$ cat config.mk
export PLATFORM = sky130hd
export DESIGN_NAME = i2c_slave_port
export DESIGN_NICKNAME = d
export VERILOG_FILES = /design/src/hw/i2c_slave_pkg.sv /design/src/hw/i2c_slave_port.sv
export SDC_FILE = /design/constraint.sdc
export NUM_CORES = 1
export LEC_CHECK = 0
export BUFFER_PORTS_ARGS = -buffer_cell sky130_fd_sc_hd__buf_2
export CORE_UTILIZATION = 32
export DETAILED_ROUTE_END_ITERATION = 6
export PLACE_DENSITY = 0.55
export SLEW_MARGIN = 20
export SYNTH_ARGS = -nofsm -noshare
export SYNTH_HDL_FRONTEND = slang
export SYNTH_SLANG_ARGS = --single-unit
export TNS_END_PERCENT = 10
$ cat constraint.sdc
create_clock -name mclk_i -period 2.4 [get_ports mclk_i]
set_input_delay 0.72 -clock mclk_i [delete_from_list [all_inputs] [get_ports mclk_i]]
set_output_delay 0.72 -clock mclk_i [all_outputs]
set_load 0.02 [all_outputs]
$ cat src/hw/i2c_slave_pkg.sv
// Operation
// - ten-bit address register, seven-bit when mode clear
// - seven-bit: address bits 6:0 versus shift 7:1
// - idle until start, then shift eight bits
// - sample every data bit on clock rise
// - match: acknowledge, flag event, buffer untouched
// - read direction: acknowledge, stretch if empty until release bit set, shift
// - transmit event pulse regardless of master acknowledge
// - write direction: receive, buffer if empty, acknowledge
// - buffer full: no acknowledge, pulse, keep buffer
// - overflow without full: load buffer, not acknowledge
// - ten-bit first byte against prefix and bits 9:8
// - ten-bit second byte against bits 7:0
// - transmit: empty register at ninth fall stretches clock
// - transmit register loaded early: no stretch
// - receive stretch when buffer full at ninth fall
// - buffer read early: no receive stretch
// - software may set release bit any time
// - ten-bit stretching during address, then per byte
// - software clear acts only after clock fall
// - stretch disabled: software clear of release ignored
// - master and slave event flags; the master flag is never set, only cleared
// - receive path double buffered with event pulse
package i2c_slave_pkg;

    // ------------------------------------------------------------
    // register offsets (byte addresses)
    // ------------------------------------------------------------
    localparam logic [7:0] OFS_CONTROL = 8'h00;
    localparam logic [7:0] OFS_STATUS = 8'h04;
    localparam logic [7:0] OFS_SLAVE_ADDR = 8'h08;
    localparam logic [7:0] OFS_TX_REG = 8'h0C;
    localparam logic [7:0] OFS_RX_BUF = 8'h10;

    // ------------------------------------------------------------
    // field positions
    // ------------------------------------------------------------
    localparam int CTL_ENABLE = 0;
    localparam int CTL_TEN_BIT = 1;
    localparam int CTL_STRETCH = 2;
    localparam int CTL_RELEASE = 3;
    localparam int STS_RX_FULL = 0;
    localparam int STS_TX_FULL = 1;
    localparam int STS_OVERFLOW = 2;
    localparam int STS_FULL_MATCH = 3;
    localparam int STS_SLAVE_EV = 4;
    localparam int STS_MASTER_EV = 5;
    localparam int STS_TX_MODE = 6;
    localparam int STS_ADDRESSED = 7;

    // ------------------------------------------------------------
    // widths, codes and reset values
    // ------------------------------------------------------------
    localparam int ADDR_BITS = 10;
    localparam logic [4:0] TEN_BIT_PREFIX = 5'h1E;
    localparam logic [3:0] BYTE_BITS = 4'h8;
    localparam logic [3:0] BIT_ZERO = 4'h0;
    localparam logic [9:0] SLAVE_ADDR_RST = 10'h000;
    localparam logic [7:0] BYTE_RST = 8'h00;
    localparam logic [31:0] WORD_ZERO = 32'h0000_0000;

    typedef struct packed {
        logic stretch_enable;
        logic ten_bit_mode_sel;
        logic port_enable;
    } ctrl_t;

    typedef struct packed {
        logic scl;
        logic sda;
    } line_t;

    localparam ctrl_t CTRL_RST = 3'h0;
    localparam line_t LINE_IDLE = 2'h3;

    typedef enum logic [2:0] {
        st_idle,
        st_addr,
        st_addr2,
        st_rx,
        st_ack_in,
        st_tx,
        st_ack_out
    } state_t;

endpackage

$ cat src/hw/i2c_slave_port.sv
`timescale 1ns/1ps
module i2c_slave_port #(
    parameter int ADR_W = 8
) (
    input wire logic mclk_i,
    input wire logic nrst_i,
    input wire logic [ADR_W-1:0] wb_adr_i,
    input wire logic [31:0] wb_dat_i,
    input wire logic [3:0] wb_sel_i,
    input wire logic wb_we_i,
    input wire logic wb_cyc_i,
    input wire logic wb_stb_i,
    output logic [31:0] wb_dat_o,
    output logic wb_ack_o,
    input wire logic scl_i,
    input wire logic sda_i,
    output logic scl_o,
    output logic scl_oe_n_o,
    output logic sda_o,
    output logic sda_oe_n_o,
    output logic slave_irq_o,
    output logic master_irq_o
);

    // ------------------------------------------------------------
    // state
    // ------------------------------------------------------------
    i2c_slave_pkg::line_t sync1, sync2, sync3;
    i2c_slave_pkg::ctrl_t ctrl;
    i2c_slave_pkg::state_t state, next_state, after_ack;
    logic [3:0] bit_cnt;
    logic [7:0] rx_shift_reg, tx_shift, rx_buffer, tx_register;
    logic [9:0] slave_address;
    logic rx_full_flag, tx_full_flag, rx_overflow_flag, full_addr_match_flag;
    logic slave_event_flag, master_event_flag, addressed_state;
    logic clock_release, soft_clr_pend, tx_loaded, ack_seen, ack_from_addr;
    logic sda_oe_n, next_sda_oe_n;

    // ------------------------------------------------------------
    // pin synchronisers and line events
    // ------------------------------------------------------------
    // two flops per pin, third stage only for edge finding
    always_ff @(posedge mclk_i) begin
        if (!nrst_i) begin
            sync1 <= i2c_slave_pkg::LINE_IDLE;
            sync2 <= i2c_slave_pkg::LINE_IDLE;
            sync3 <= i2c_slave_pkg::LINE_IDLE;
        end else begin
            sync1 <= '{scl: scl_i, sda: sda_i};
            sync2 <= sync1;
            sync3 <= sync2;
        end
    end

    wire scl_rise = sync2.scl & ~sync3.scl;
    wire scl_fall = ~sync2.scl & sync3.scl;
    wire scl_high = sync2.scl & sync3.scl;
    wire start_det = scl_high & sync3.sda & ~sync2.sda;
    wire stop_det = scl_high & ~sync3.sda & sync2.sda;
    wire bus_reset = ~ctrl.port_enable | start_det | stop_det;

    // ------------------------------------------------------------
    // bus decode
    // ------------------------------------------------------------
    wire bus_req = wb_cyc_i & wb_stb_i & ~wb_ack_o;
    wire bus_wr = bus_req & wb_we_i;
    wire bus_rd = bus_req & ~wb_we_i;
    wire hit_ctrl = wb_adr_i == ADR_W'(i2c_slave_pkg::OFS_CONTROL);
    wire hit_status = wb_adr_i == ADR_W'(i2c_slave_pkg::OFS_STATUS);
    wire hit_addr = wb_adr_i == ADR_W'(i2c_slave_pkg::OFS_SLAVE_ADDR);
    wire hit_tx = wb_adr_i == ADR_W'(i2c_slave_pkg::OFS_TX_REG);
    wire hit_rx = wb_adr_i == ADR_W'(i2c_slave_pkg::OFS_RX_BUF);
    wire wr_ctrl = bus_wr & hit_ctrl & wb_sel_i[0];
    wire wr_status = bus_wr & hit_status & wb_sel_i[0];
    wire wr_tx = bus_wr & hit_tx & wb_sel_i[0];
    wire rd_rx = bus_rd & hit_rx;
    wire sw_set = wr_ctrl & wb_dat_i[i2c_slave_pkg::CTL_RELEASE];
    wire sw_clear_req = wr_ctrl & ~wb_dat_i[i2c_slave_pkg::CTL_RELEASE]
        & ctrl.stretch_enable;
    wire w1c_ovf = wr_status & wb_dat_i[i2c_slave_pkg::STS_OVERFLOW];
    wire w1c_slave = wr_status & wb_dat_i[i2c_slave_pkg::STS_SLAVE_EV];
    wire w1c_master = wr_status & wb_dat_i[i2c_slave_pkg::STS_MASTER_EV];

    // read data selection, unmapped reads give zero
    wire [31:0] ctrl_word = {28'h0000000, clock_release, ctrl};
    wire [31:0] status_word = {24'h000000, addressed_state, state == i2c_slave_pkg::st_tx,
        master_event_flag, slave_event_flag, full_addr_match_flag,
        rx_overflow_flag, tx_full_flag, rx_full_flag};
    wire [31:0] rd_word = hit_ctrl ? ctrl_word :
        hit_status ? status_word :
        hit_addr ? {22'h000000, slave_address} :
        hit_tx ? {24'h000000, tx_register} :
        hit_rx ? {24'h000000, rx_buffer} : i2c_slave_pkg::WORD_ZERO;

    // ------------------------------------------------------------
    // address and byte decisions
    // ------------------------------------------------------------
    wire ten = ctrl.ten_bit_mode_sel;
    wire rw_bit = rx_shift_reg[0];
    wire byte8_fall = scl_fall & (bit_cnt == i2c_slave_pkg::BYTE_BITS);
    wire addr7_match = rx_shift_reg[7:1] == slave_address[6:0];
    wire hi_match = (rx_shift_reg[7:3] == i2c_slave_pkg::TEN_BIT_PREFIX)
        & (rx_shift_reg[2:1] == slave_address[9:8]);
    wire lo_match = rx_shift_reg == slave_address[7:0];
    // repeated start with read only after a full ten-bit match
    wire hi_take = hi_match & (~rw_bit | addressed_state);
    wire addr_take = ten ? hi_take : addr7_match;
    wire in_addr = state == i2c_slave_pkg::st_addr;
    wire in_addr2 = state == i2c_slave_pkg::st_addr2;
    wire in_rx = state == i2c_slave_pkg::st_rx;
    wire in_tx = state == i2c_slave_pkg::st_tx;
    wire in_ack_in = state == i2c_slave_pkg::st_ack_in;
    wire in_ack_out = state == i2c_slave_pkg::st_ack_out;
    wire shifting_in = in_addr | in_addr2 | in_rx;
    wire rx_data_done = in_rx & byte8_fall & ~bus_reset;
    wire give_ack = in_rx ? (~rx_full_flag & ~rx_overflow_flag) : 1'h1;
    wire enter_ack_in = (next_state == i2c_slave_pkg::st_ack_in) & ~in_ack_in;
    wire ack_in_end = in_ack_in & scl_fall & ~bus_reset;
    wire ack_out_end = in_ack_out & scl_fall & ~bus_reset;
    wire tx_begin = (ack_in_end & (after_ack == i2c_slave_pkg::st_tx))
        | (ack_out_end & ack_seen);
    wire tx_load = tx_full_flag & ((tx_begin) | (in_tx & ~tx_loaded & ~bus_reset));
    wire addr1_done = in_addr & byte8_fall & ~bus_reset;
    wire addr2_done = in_addr2 & byte8_fall & ~bus_reset;
    // which state follows the acknowledge of this byte
    wire [2:0] addr_next = rw_bit ? i2c_slave_pkg::st_tx :
        (ten ? i2c_slave_pkg::st_addr2 : i2c_slave_pkg::st_rx);

    // automatic stretch causes, all on a ninth falling edge
    wire tx_stretch = tx_begin & ~tx_full_flag;
    wire rx_stretch = ack_in_end & ~ack_from_addr & ctrl.stretch_enable
        & rx_full_flag;
    wire addr_stretch = ack_in_end & ack_from_addr & ten & ctrl.stretch_enable
        & (after_ack != i2c_slave_pkg::st_tx);
    wire hw_clear = tx_stretch | rx_stretch | addr_stretch;
    wire soft_clear_apply = soft_clr_pend & scl_fall;
    wire slave_event = ack_in_end | ack_out_end;

    // ------------------------------------------------------------
    // next state
    // ------------------------------------------------------------
    // port idles until a start condition opens an address byte
    always_comb begin
        next_state = state;
        if (!ctrl.port_enable || stop_det) begin
            next_state = i2c_slave_pkg::st_idle;
        end else if (start_det) begin
            next_state = i2c_slave_pkg::st_addr;
        end else begin
            case (state)
                i2c_slave_pkg::st_idle: begin
                    next_state = i2c_slave_pkg::st_idle;
                end
                i2c_slave_pkg::st_addr: begin
                    if (byte8_fall) begin
                        next_state = addr_take ? i2c_slave_pkg::st_ack_in : i2c_slave_pkg::st_idle;
                    end
                end
                i2c_slave_pkg::st_addr2: begin
                    if (byte8_fall) begin
                        next_state = lo_match ? i2c_slave_pkg::st_ack_in : i2c_slave_pkg::st_idle;
                    end
                end
                i2c_slave_pkg::st_rx: begin
                    if (byte8_fall) begin
                        next_state = i2c_slave_pkg::st_ack_in;
                    end
                end
                i2c_slave_pkg::st_ack_in: begin
                    if (scl_fall) begin
                        next_state = after_ack;
                    end
                end
                i2c_slave_pkg::st_tx: begin
                    if (byte8_fall) begin
                        next_state = i2c_slave_pkg::st_ack_out;
                    end
                end
                i2c_slave_pkg::st_ack_out: begin
                    if (scl_fall) begin
                        next_state = ack_seen ? i2c_slave_pkg::st_tx : i2c_slave_pkg::st_idle;
                    end
                end
                default: begin
                    next_state = i2c_slave_pkg::st_idle;
                end
            endcase
        end
    end

    // data line: acknowledge, transmit bits, release otherwise
    always_comb begin
        next_sda_oe_n = sda_oe_n;
        if (bus_reset) begin
            next_sda_oe_n = 1'h1;
        end else if (enter_ack_in) begin
            next_sda_oe_n = ~give_ack;
        end else if (tx_load) begin
            next_sda_oe_n = tx_register[7];
        end else if (ack_in_end || ack_out_end || (in_tx && byte8_fall)) begin
            next_sda_oe_n = 1'h1;
        end else if (in_tx && scl_fall && bit_cnt != i2c_slave_pkg::BIT_ZERO) begin
            next_sda_oe_n = tx_shift[6];
        end
    end

    // ------------------------------------------------------------
    // sequencer registers
    // ------------------------------------------------------------
    always_ff @(posedge mclk_i) begin
        if (!nrst_i) begin
            state <= i2c_slave_pkg::st_idle;
            after_ack <= i2c_slave_pkg::st_idle;
            ack_from_addr <= 1'h0;
        end else begin
            state <= next_state;
            if (enter_ack_in) begin
                after_ack <= in_addr ? i2c_slave_pkg::state_t'(addr_next) : i2c_slave_pkg::st_rx;
                ack_from_addr <= ~in_rx;
            end
        end
    end

    // bit counter and receive shifter, bits taken on clock rise
    always_ff @(posedge mclk_i) begin
        if (!nrst_i) begin
            bit_cnt <= i2c_slave_pkg::BIT_ZERO;
            rx_shift_reg <= i2c_slave_pkg::BYTE_RST;
        end else if (bus_reset || byte8_fall || ack_in_end || ack_out_end) begin
            bit_cnt <= i2c_slave_pkg::BIT_ZERO;
        end else if (scl_rise && (shifting_in || in_tx)) begin
            bit_cnt <= bit_cnt + 4'h1;
            if (shifting_in) begin
                rx_shift_reg <= {rx_shift_reg[6:0], sync2.sda};
            end
        end
    end

    // transmit shifter and master acknowledge capture
    always_ff @(posedge mclk_i) begin
        if (!nrst_i) begin
            tx_shift <= i2c_slave_pkg::BYTE_RST;
            tx_loaded <= 1'h0;
            ack_seen <= 1'h0;
        end else begin
            if (tx_load) begin
                tx_shift <= tx_register;
                tx_loaded <= 1'h1;
            end else if (tx_stretch || bus_reset) begin
                tx_loaded <= 1'h0;
            end else if (in_tx && scl_fall) begin
                tx_shift <= {tx_shift[6:0], 1'h0};
            end
            if (in_ack_out && scl_rise) begin
                ack_seen <= ~sync2.sda;
            end
        end
    end

    // receive buffer and its flags, hardware set beats software clear
    always_ff @(posedge mclk_i) begin
        if (!nrst_i) begin
            rx_buffer <= i2c_slave_pkg::BYTE_RST;
            rx_full_flag <= 1'h0;
            rx_overflow_flag <= 1'h0;
        end else begin
            if (rx_data_done && !rx_full_flag) begin
                rx_buffer <= rx_shift_reg;
            end
            rx_full_flag <= (rx_data_done & ~rx_full_flag) | (rx_full_flag & ~rd_rx);
            rx_overflow_flag <= (rx_data_done & rx_full_flag) | (rx_overflow_flag & ~w1c_ovf);
        end
    end

    // ten-bit match tracking
    always_ff @(posedge mclk_i) begin
        if (!nrst_i) begin
            full_addr_match_flag <= 1'h0;
            addressed_state <= 1'h0;
        end else if (!ctrl.port_enable || stop_det) begin
            addressed_state <= 1'h0;
        end else if (addr2_done) begin
            full_addr_match_flag <= lo_match;
            addressed_state <= lo_match;
        end else if (addr1_done && ten && !(hi_match && rw_bit && addressed_state)) begin
            full_addr_match_flag <= 1'h0;
            addressed_state <= 1'h0;
        end
    end

    // ------------------------------------------------------------
    // software registers
    // ------------------------------------------------------------
    always_ff @(posedge mclk_i) begin
        if (!nrst_i) begin
            ctrl <= i2c_slave_pkg::CTRL_RST;
            slave_address <= i2c_slave_pkg::SLAVE_ADDR_RST;
            tx_register <= i2c_slave_pkg::BYTE_RST;
        end else begin
            if (wr_ctrl) begin
                ctrl <= wb_dat_i[2:0];
            end
            if (bus_wr && hit_addr && wb_sel_i[0]) begin
                slave_address[7:0] <= wb_dat_i[7:0];
            end
            if (bus_wr && hit_addr && wb_sel_i[1]) begin
                slave_address[9:8] <= wb_dat_i[9:8];
            end
            if (wr_tx) begin
                tx_register <= wb_dat_i[7:0];
            end
        end
    end

    // transmit full: a write sets it, a load into the shifter clears it
    always_ff @(posedge mclk_i) begin
        if (!nrst_i) begin
            tx_full_flag <= 1'h0;
        end else begin
            tx_full_flag <= wr_tx | (tx_full_flag & ~tx_load);
        end
    end

    // release bit: set wins, clears wait for a clock fall
    always_ff @(posedge mclk_i) begin
        if (!nrst_i) begin
            clock_release <= 1'h1;
            soft_clr_pend <= 1'h0;
        end else begin
            if (sw_set || !ctrl.port_enable) begin
                clock_release <= 1'h1;
            end else if (hw_clear || soft_clear_apply) begin
                clock_release <= 1'h0;
            end
            // with stretching off a clearing write never arms
            if (sw_set || scl_fall || !ctrl.stretch_enable) begin
                soft_clr_pend <= 1'h0;
            end else if (sw_clear_req) begin
                soft_clr_pend <= 1'h1;
            end
        end
    end

    // event flags, sticky until written with one
    always_ff @(posedge mclk_i) begin
        if (!nrst_i) begin
            slave_event_flag <= 1'h0;
            master_event_flag <= 1'h0;
        end else begin
            slave_event_flag <= slave_event | (slave_event_flag & ~w1c_slave);
            master_event_flag <= master_event_flag & ~w1c_master;
        end
    end

    // ------------------------------------------------------------
    // outputs, all registered
    // ------------------------------------------------------------
    always_ff @(posedge mclk_i) begin
        if (!nrst_i) begin
            sda_oe_n <= 1'h1;
            scl_oe_n_o <= 1'h1;
            slave_irq_o <= 1'h0;
            master_irq_o <= 1'h0;
            wb_ack_o <= 1'h0;
            wb_dat_o <= i2c_slave_pkg::WORD_ZERO;
        end else begin
            sda_oe_n <= next_sda_oe_n;
            scl_oe_n_o <= clock_release | ~ctrl.port_enable;
            slave_irq_o <= slave_event;
            master_irq_o <= 1'h0;
            wb_ack_o <= bus_req;
            wb_dat_o <= bus_rd ? rd_word : i2c_slave_pkg::WORD_ZERO;
        end
    end

    // lines are only ever pulled low
    always_ff @(posedge mclk_i) begin
        if (!nrst_i) begin
            scl_o <= 1'h0;
            sda_o <= 1'h0;
        end else begin
            scl_o <= 1'h0;
            sda_o <= 1'h0;
        end
    end
    assign sda_oe_n_o = sda_oe_n;
endmodule

==> impl_metrics.tcl, run 1 <==
set metrics [dict create \
    status "complete, no violations" \
    grt_max_degree 53 \
    synth-seq-area-share_pct 39.31 \
    p_per_area_mw_per_mm2 607.7 \
    total_power_mw 3.206 \
    share_seq_of_total_power_pct 44.8 \
    hold_start "sync1[0]" \
    synth.ff_latch_count 86 \
    vias 3770 \
    slew_headroom_pct 59.68 \
    cp-startpoint "wb_adr_i[1]" \
    synth_edf_count 0 \
    vias_per_cell 5.115 \
    clk_latency_ns 0.35 \
    finalCriticalPeriod_ns 2.264 \
    final_antenna_net_count 0 \
    startpoint_type "primary input" \
    leakage_nw 2.182 \
    swShare_pct 20.70 \
    die-height_um 119.0 \
    mostFrequentLayoutCells "dfxtp_1, nor2_1, buf_4" \
    first_pass_iters 4 \
    end_kind "register" \
    rrSetupSlack_ns 0.14 \
    reg_top3 "slave_address: 10 flops, wb_dat_o: 10 flops" \
    peakVddDrop_uv 330.9 \
    ys.flop_type "dfxtp_1" \
    layout_commonest_cell "dfxtp_1" \
    tns_ns 0 \
    p_sw_mw 0.6635 \
    synthDistinctLibCells 67 \
    holdPathStages 1 \
    whs_ns 0.4059 \
    grt_use_total_pct 17.46 \
    rows 42 \
    synth_top_area_share_pct 39.31 \
    grt_first_pass_wirelength_um 18980 \
    synth_cells 494 \
    clock_tree.htree_level_count 3 \
    p_comb_share_pct 3.9 \
    clk_pin_slew_ns 0.06 \
    drive_gt1_share_pct 21.93 \
    pin_count 90 \
    diodes 0 \
    start_util_pct 32.94 \
    synth_top_cell_by_area "dfxtp_1" \
    nets 609 \
    place.detailed.hpwl_um 8817 \
    async_flop_share_pct 0 \
    crit_path_max_fanout 9 \
    cp.arrival_ns 2.48 \
    cts_buffer_depth 2 \
    p_int_mw 2.542 \
    tightest_slew_ns 0.6025 \
    report.final.slew_viol_count 0 \
    cp_data_required_time_ns 2.61 \
    hold_violations 0 \
    cts_made_buffers 9 \
    placedCellCount 721 \
    port_buffers 40 \
    dieWidth_um 119.0 \
    clock-sinks 86 \
    postPlaceCellArea_mm2 0.004882 \
    fin_crit_sh_pct 94.33 \
    final_area_mm2 0.005275 \
    clock_skew_ns 0.003660 \
    crit_type "in2reg" \
    max_freq_mhz 441.7 \
    drc 0 \
    grt_antenna_before_repair 0 \
    hp-class "reg2reg" \
    fp.coreArea_mm2 0.01330 \
    die-area_mm2 0.01416 \
    grt_setup_unrepaired "no" \
    instances_no_fill 737 \
    reg2reg_to "tx_shift[6]" \
    synth_area_mm2 0.004379 \
    synthToLayoutAreaGrowth_pct 20.46 \
    timing.rr.start "state[2]" \
    drt_iter0_drc 374 \
    wire_per_inst_um 16.06 \
    grt_overflow 0 \
    cts_tree "built" \
    ys_top_cells_by_area "dfxtp_1, mux2i_1, nor2_1, buf_4, xnor2_1" \
    pwr-share-clk_pct 51.3 \
    grt_pass1_vias 3561 \
    drv_cap 0 \
    nFillCells 1343 \
    hold_buffers 0 \
    syn_area_per_cell_um2 8.865 \
    hold_end "sync2[0]" \
    place_congestion 0.9017 \
    ys_warn_count 0 \
    rr_worst_depth 7 \
    cts_setup_buffers 0 \
    wirelength_um 11840 \
    cts_root_buf "clkbuf_16" \
    setup_viol 0 \
]
==> stage by stage <==
stage               setup WS [ns]  util, %
floorplan                0.002696        -
global placement          -0.1878    36.72
detailed placement        -0.2076    36.72
CTS                       0.02501    39.39
global route              0.02356    39.68
finish                     0.1361    39.68
==> routing by layer <==
metal	global-route usage, %	up-vias	routed length (um)
li1	-	1825	-
met1	23.30	1819	5611
met2	26.20	105	5340
met3	4.646	21	602
met4	7.832	0	281
met5	0	-	0
==> power by group through the flow <==
| stage | Clock, mW | Sequential [mW] | Combinational [mW] |
|---|---|---|---|
| floorplan | 0 | 1.47 | 0.105 |
| global placement | 0 | 1.47 | 0.125 |
| detailed placement | 0 | 1.47 | 0.126 |
| CTS | 1.68 | 1.44 | 0.126 |
| global route | 1.72 | 1.44 | 0.137 |
| finish | 1.64 | 1.44 | 0.126 |
==> cells by family (layout without fill, tap and decap cells) <==
kind of cell	count (synthesis)	after routing	share of synthesized area, %
AO/OA/AOI/OAI	88	88	14.26
adder cells (fa/ha/maj)	2	2	0.5713
buffers and inverters	68	111	8.914
multiplexers	40	40	9.257
XOR/XNOR	20	20	4.000
flip-flops	86	86	39.31
other	1	25	0.08563
AND/OR/NAND/NOR	189	189	23.60
==> worst max-delay path: stages <==
cell and delay [ns]:
buf_2 0.10, or4_4 0.53, nor3_2 0.25, and3b_1 0.21, buf_4 0.16, and4_1 0.26, mux2i_1 0.19, nor2_1 0.06
==> cell usage after synthesis (4+ instances only) <==
cell type	instances
nor2b_1	5
nand2b_1	12
xor2_1	4
nand3b_1	4
dfxtp_1	86
o21ai_0	6
nand2_1	27
a31oi_1	5
a211oi_1	7
clkbuf_1	19
xnor2_1	16
a221oi_1	8
and3_1	5
inv_1	7
mux2i_1	39
buf_2	12
buf_4	26
or3_1	4
o31ai_1	11
nand3_1	11
nand4_1	13
nor2_1	69
a21oi_1	23
==> area by class of cell <==
type | count | area, um^2 | area share, %
repair buffers | 87 | 553.0 | 10.48
well taps | 176 | 220.2 | 4.175
multi-input cells | 364 | 2397 | 45.45
inverters | 8 | 30.03 | 0.5693
clock inverters | 3 | 90.09 | 1.708
clock buffers | 13 | 260.3 | 4.934
flip-flops and latches | 86 | 1724 | 32.68
==> how the worst max path moves through the flow <==
stage / end
3_5_place_dp: slave_address[9]
2_1_floorplan: slave_address[8]
5_1_grt: rx_buffer[4]
4_1_cts: after_ack[1]
3_3_place_gp: slave_address[8]
6_report: slave_address[9]
==> repair_timing <==
item | CTS | global route
hold endpoints to repair | 0 | 0
pin swaps | 0 | 1
gates resized for setup | 2 | 9
setup endpoints to repair | 8 | 18
No activity file was read; power rests on OpenSTA's default activity.
==> run 2: changes to the inputs <==
- CELL_PAD_IN_SITES_DETAIL_PLACEMENT: not set -> 1
- CELL_PAD_IN_SITES_GLOBAL_PLACEMENT: not set -> 1
- PLACE_DENSITY: 0.55 -> 0.69
==> run 2 against run 1 <==
  * Clock power shrank 15%
  * Via count grew 2.0%
  * Final cell count shrank 0.54%
  * Largest cell class unchanged
  * Largest power group is now sequential cells
==> impl_metrics.tcl, run 2 (synthesis gave the netlist of run 1 again) <==
set metrics [dict create \
    grt_max_degree 53 \
    clk_pin_slew_ns 0.06 \
    wire_per_inst_um 17.88 \
    tightest_slew_ns 0.5856 \
    dr_wl_met3_um 500 \
    clock_tree.htree_level_count 3 \
    pin_count 90 \
    start_util_pct 32.94 \
    cp_data_required_time_ns 2.68 \
    reg2reg_to "after_ack[2]" \
    rrSetupSlack_ns 0.11 \
    clk_latency_ns 0.35 \
    drt_iter0_drc 211 \
    cp.arrival_ns 2.57 \
    diodes 0 \
    drt-met1-wl_um 5838 \
    grt_first_pass_wirelength_um 20980 \
    fp.coreArea_mm2 0.01330 \
    rows 42 \
    crit_type "reg2reg" \
    end_kind "register" \
    port_buffers 40 \
    leakage_nw 2.139 \
    report.final.slew_viol_count 0 \
    reg_top3 "slave_address: 10 flops, wb_dat_o: 10 flops" \
    crit_path_max_fanout 6 \
    max_freq_mhz 436.2 \
    cts_tree "built" \
    timing.rr.start "bit_cnt[1]" \
    mostFrequentLayoutCells "dfxtp_1, nor2_1, buf_4" \
    drc 0 \
    synthToLayoutAreaGrowth_pct 18.94 \
    post-place-ws_ns -0.2285 \
    dieWidth_um 119.0 \
    nets 607 \
    layout_commonest_cell "dfxtp_1" \
    clock_skew_ns 0.007111 \
    startpoint_type "register" \
    cp-startpoint "bit_cnt[1]" \
    die-height_um 119.0 \
    hold_violations 0 \
    cts_made_buffers 9 \
    vias 3845 \
    cts_buffer_depth 2 \
    vias_per_cell 5.246 \
    grt_antenna_before_repair 0 \
    grt_pass1_vias 3912 \
    drv_cap 0 \
    first_pass_iters 4 \
    grt_use_total_pct 19.19 \
    tns_ns 0 \
    setup_viol 0 \
    top_layer "met4" \
    wirelength_um 13110 \
    slew_headroom_pct 60.96 \
    grt_setup_unrepaired "yes" \
    status "complete, no violations" \
    place.detailed.hpwl_um 10040 \
    finalCriticalPeriod_ns 2.293 \
    cts_root_buf "clkbuf_16" \
    place_congestion 0.8795 \
    peakVddDrop_uv 335.4 \
    drive_gt1_share_pct 22.08 \
    final_antenna_net_count 0 \
    fin_crit_sh_pct 95.53 \
    hold_buffers 0 \
    die-area_mm2 0.01416 \
    nFillCells 1576 \
    wl_met2_um 6515 \
    hp-class "reg2reg" \
    rr_worst_depth 9 \
    critical_path.endpoint "after_ack[2]" \
    grt_overflow 0 \
    clock-sinks 86 \
    fin_ws_ns 0.1074 \
    p_per_area_mw_per_mm2 569.6 \
]
==> run 2: changes by cell type in the layout (fill, tap and decap cells not counted), moves of 2 or more <==
cell | previous run | this run
buf_4 | 47 | 45
bufinv_16 | 3 | 1
o31ai_1 | 11 | 8
o31ai_2 | 0 | 3
==> run 2: metal layers <==
| layer | GRT usage, % | up-vias |
|---|---|---|
| li1 | - | 1836 |
| met1 | 24.22 | 1922 |
| met2 | 32.38 | 69 |
| met3 | 3.065 | 18 |
| met4 | 7.832 | 0 |
| met5 | 0 | - |
==> run 2: layout make-up <==
class                           count  area (um^2)  share of cell area (%)
Inverter                            8        30.03                  0.5765
Timing Repair Buffer               85        538.0                   10.33
Sequential cell                    86         1725                   33.13
Tap cell                          176        220.2                   4.228
Clock buffer                       11        242.7                   4.660
Clock inverter                      3        46.29                  0.8888
Multi-Input combinational cell    364         2406                   46.19
==> run 2: critical path, cell delays in order, from the launching register on <==
cell and delay, ns:
dfxtp_1 0.33, inv_1 0.06, ha_1 0.14, nor2b_4 0.20
nand4_1 0.19, nor4b_2 0.48, nor4_4 0.11, nor3_4 0.31
buf_4 0.21, mux2i_1 0.19
==> run 2: what timing repair did <==
item | CTS | global route
buffers inserted | 0 | 0
endpoints found under the setup margin | 13 | 14
gates resized for setup | 1 | 11
pin swaps | 0 | 0
==> run 2: metrics by stage <==
| step | hold slack, ns | instances | area, um^2 | total power [mW] | util, % |
|---|---|---|---|---|---|
| floorplan | 0.3863 | 518 | 4469 | 1.573 | - |
| global placement | 0.3923 | 719 | 4867 | 1.593 | 36.61 |
| detailed placement | 0.3960 | 719 | 4867 | 1.595 | 36.61 |
| CTS | 0.4106 | 733 | 5159 | 2.979 | 38.80 |
| global route | 0.4307 | 733 | 5209 | 3.052 | 39.18 |
| finish | 0.4115 | 733 | 5209 | 2.967 | 39.18 |
==> run 2: worst min path at each step <==
| stage | end | depth (start not counted) | slack, ns | from |
|---|---|---|---|---|
| global route | sync2[0] | 1 | 0.43 | sync1[0] |
| CTS | sync2[1] | 1 | 0.41 | sync1[1] |
| floorplan | sync2[0] | 1 | 0.39 | sync1[0] |
| finish | sync2[1] | 1 | 0.41 | sync1[1] |
| detailed placement | sync2[1] | 1 | 0.40 | sync1[1] |
| global placement | sync2[0] | 1 | 0.39 | sync1[0] |
==> run 2: power by group <==
group | switching [mW] | total, mW | internal (mW)
registers | 0.00405 | 1.44 | 1.43
clock network | 0.577 | 1.40 | 0.826
logic | 0.0933 | 0.128 | 0.0350
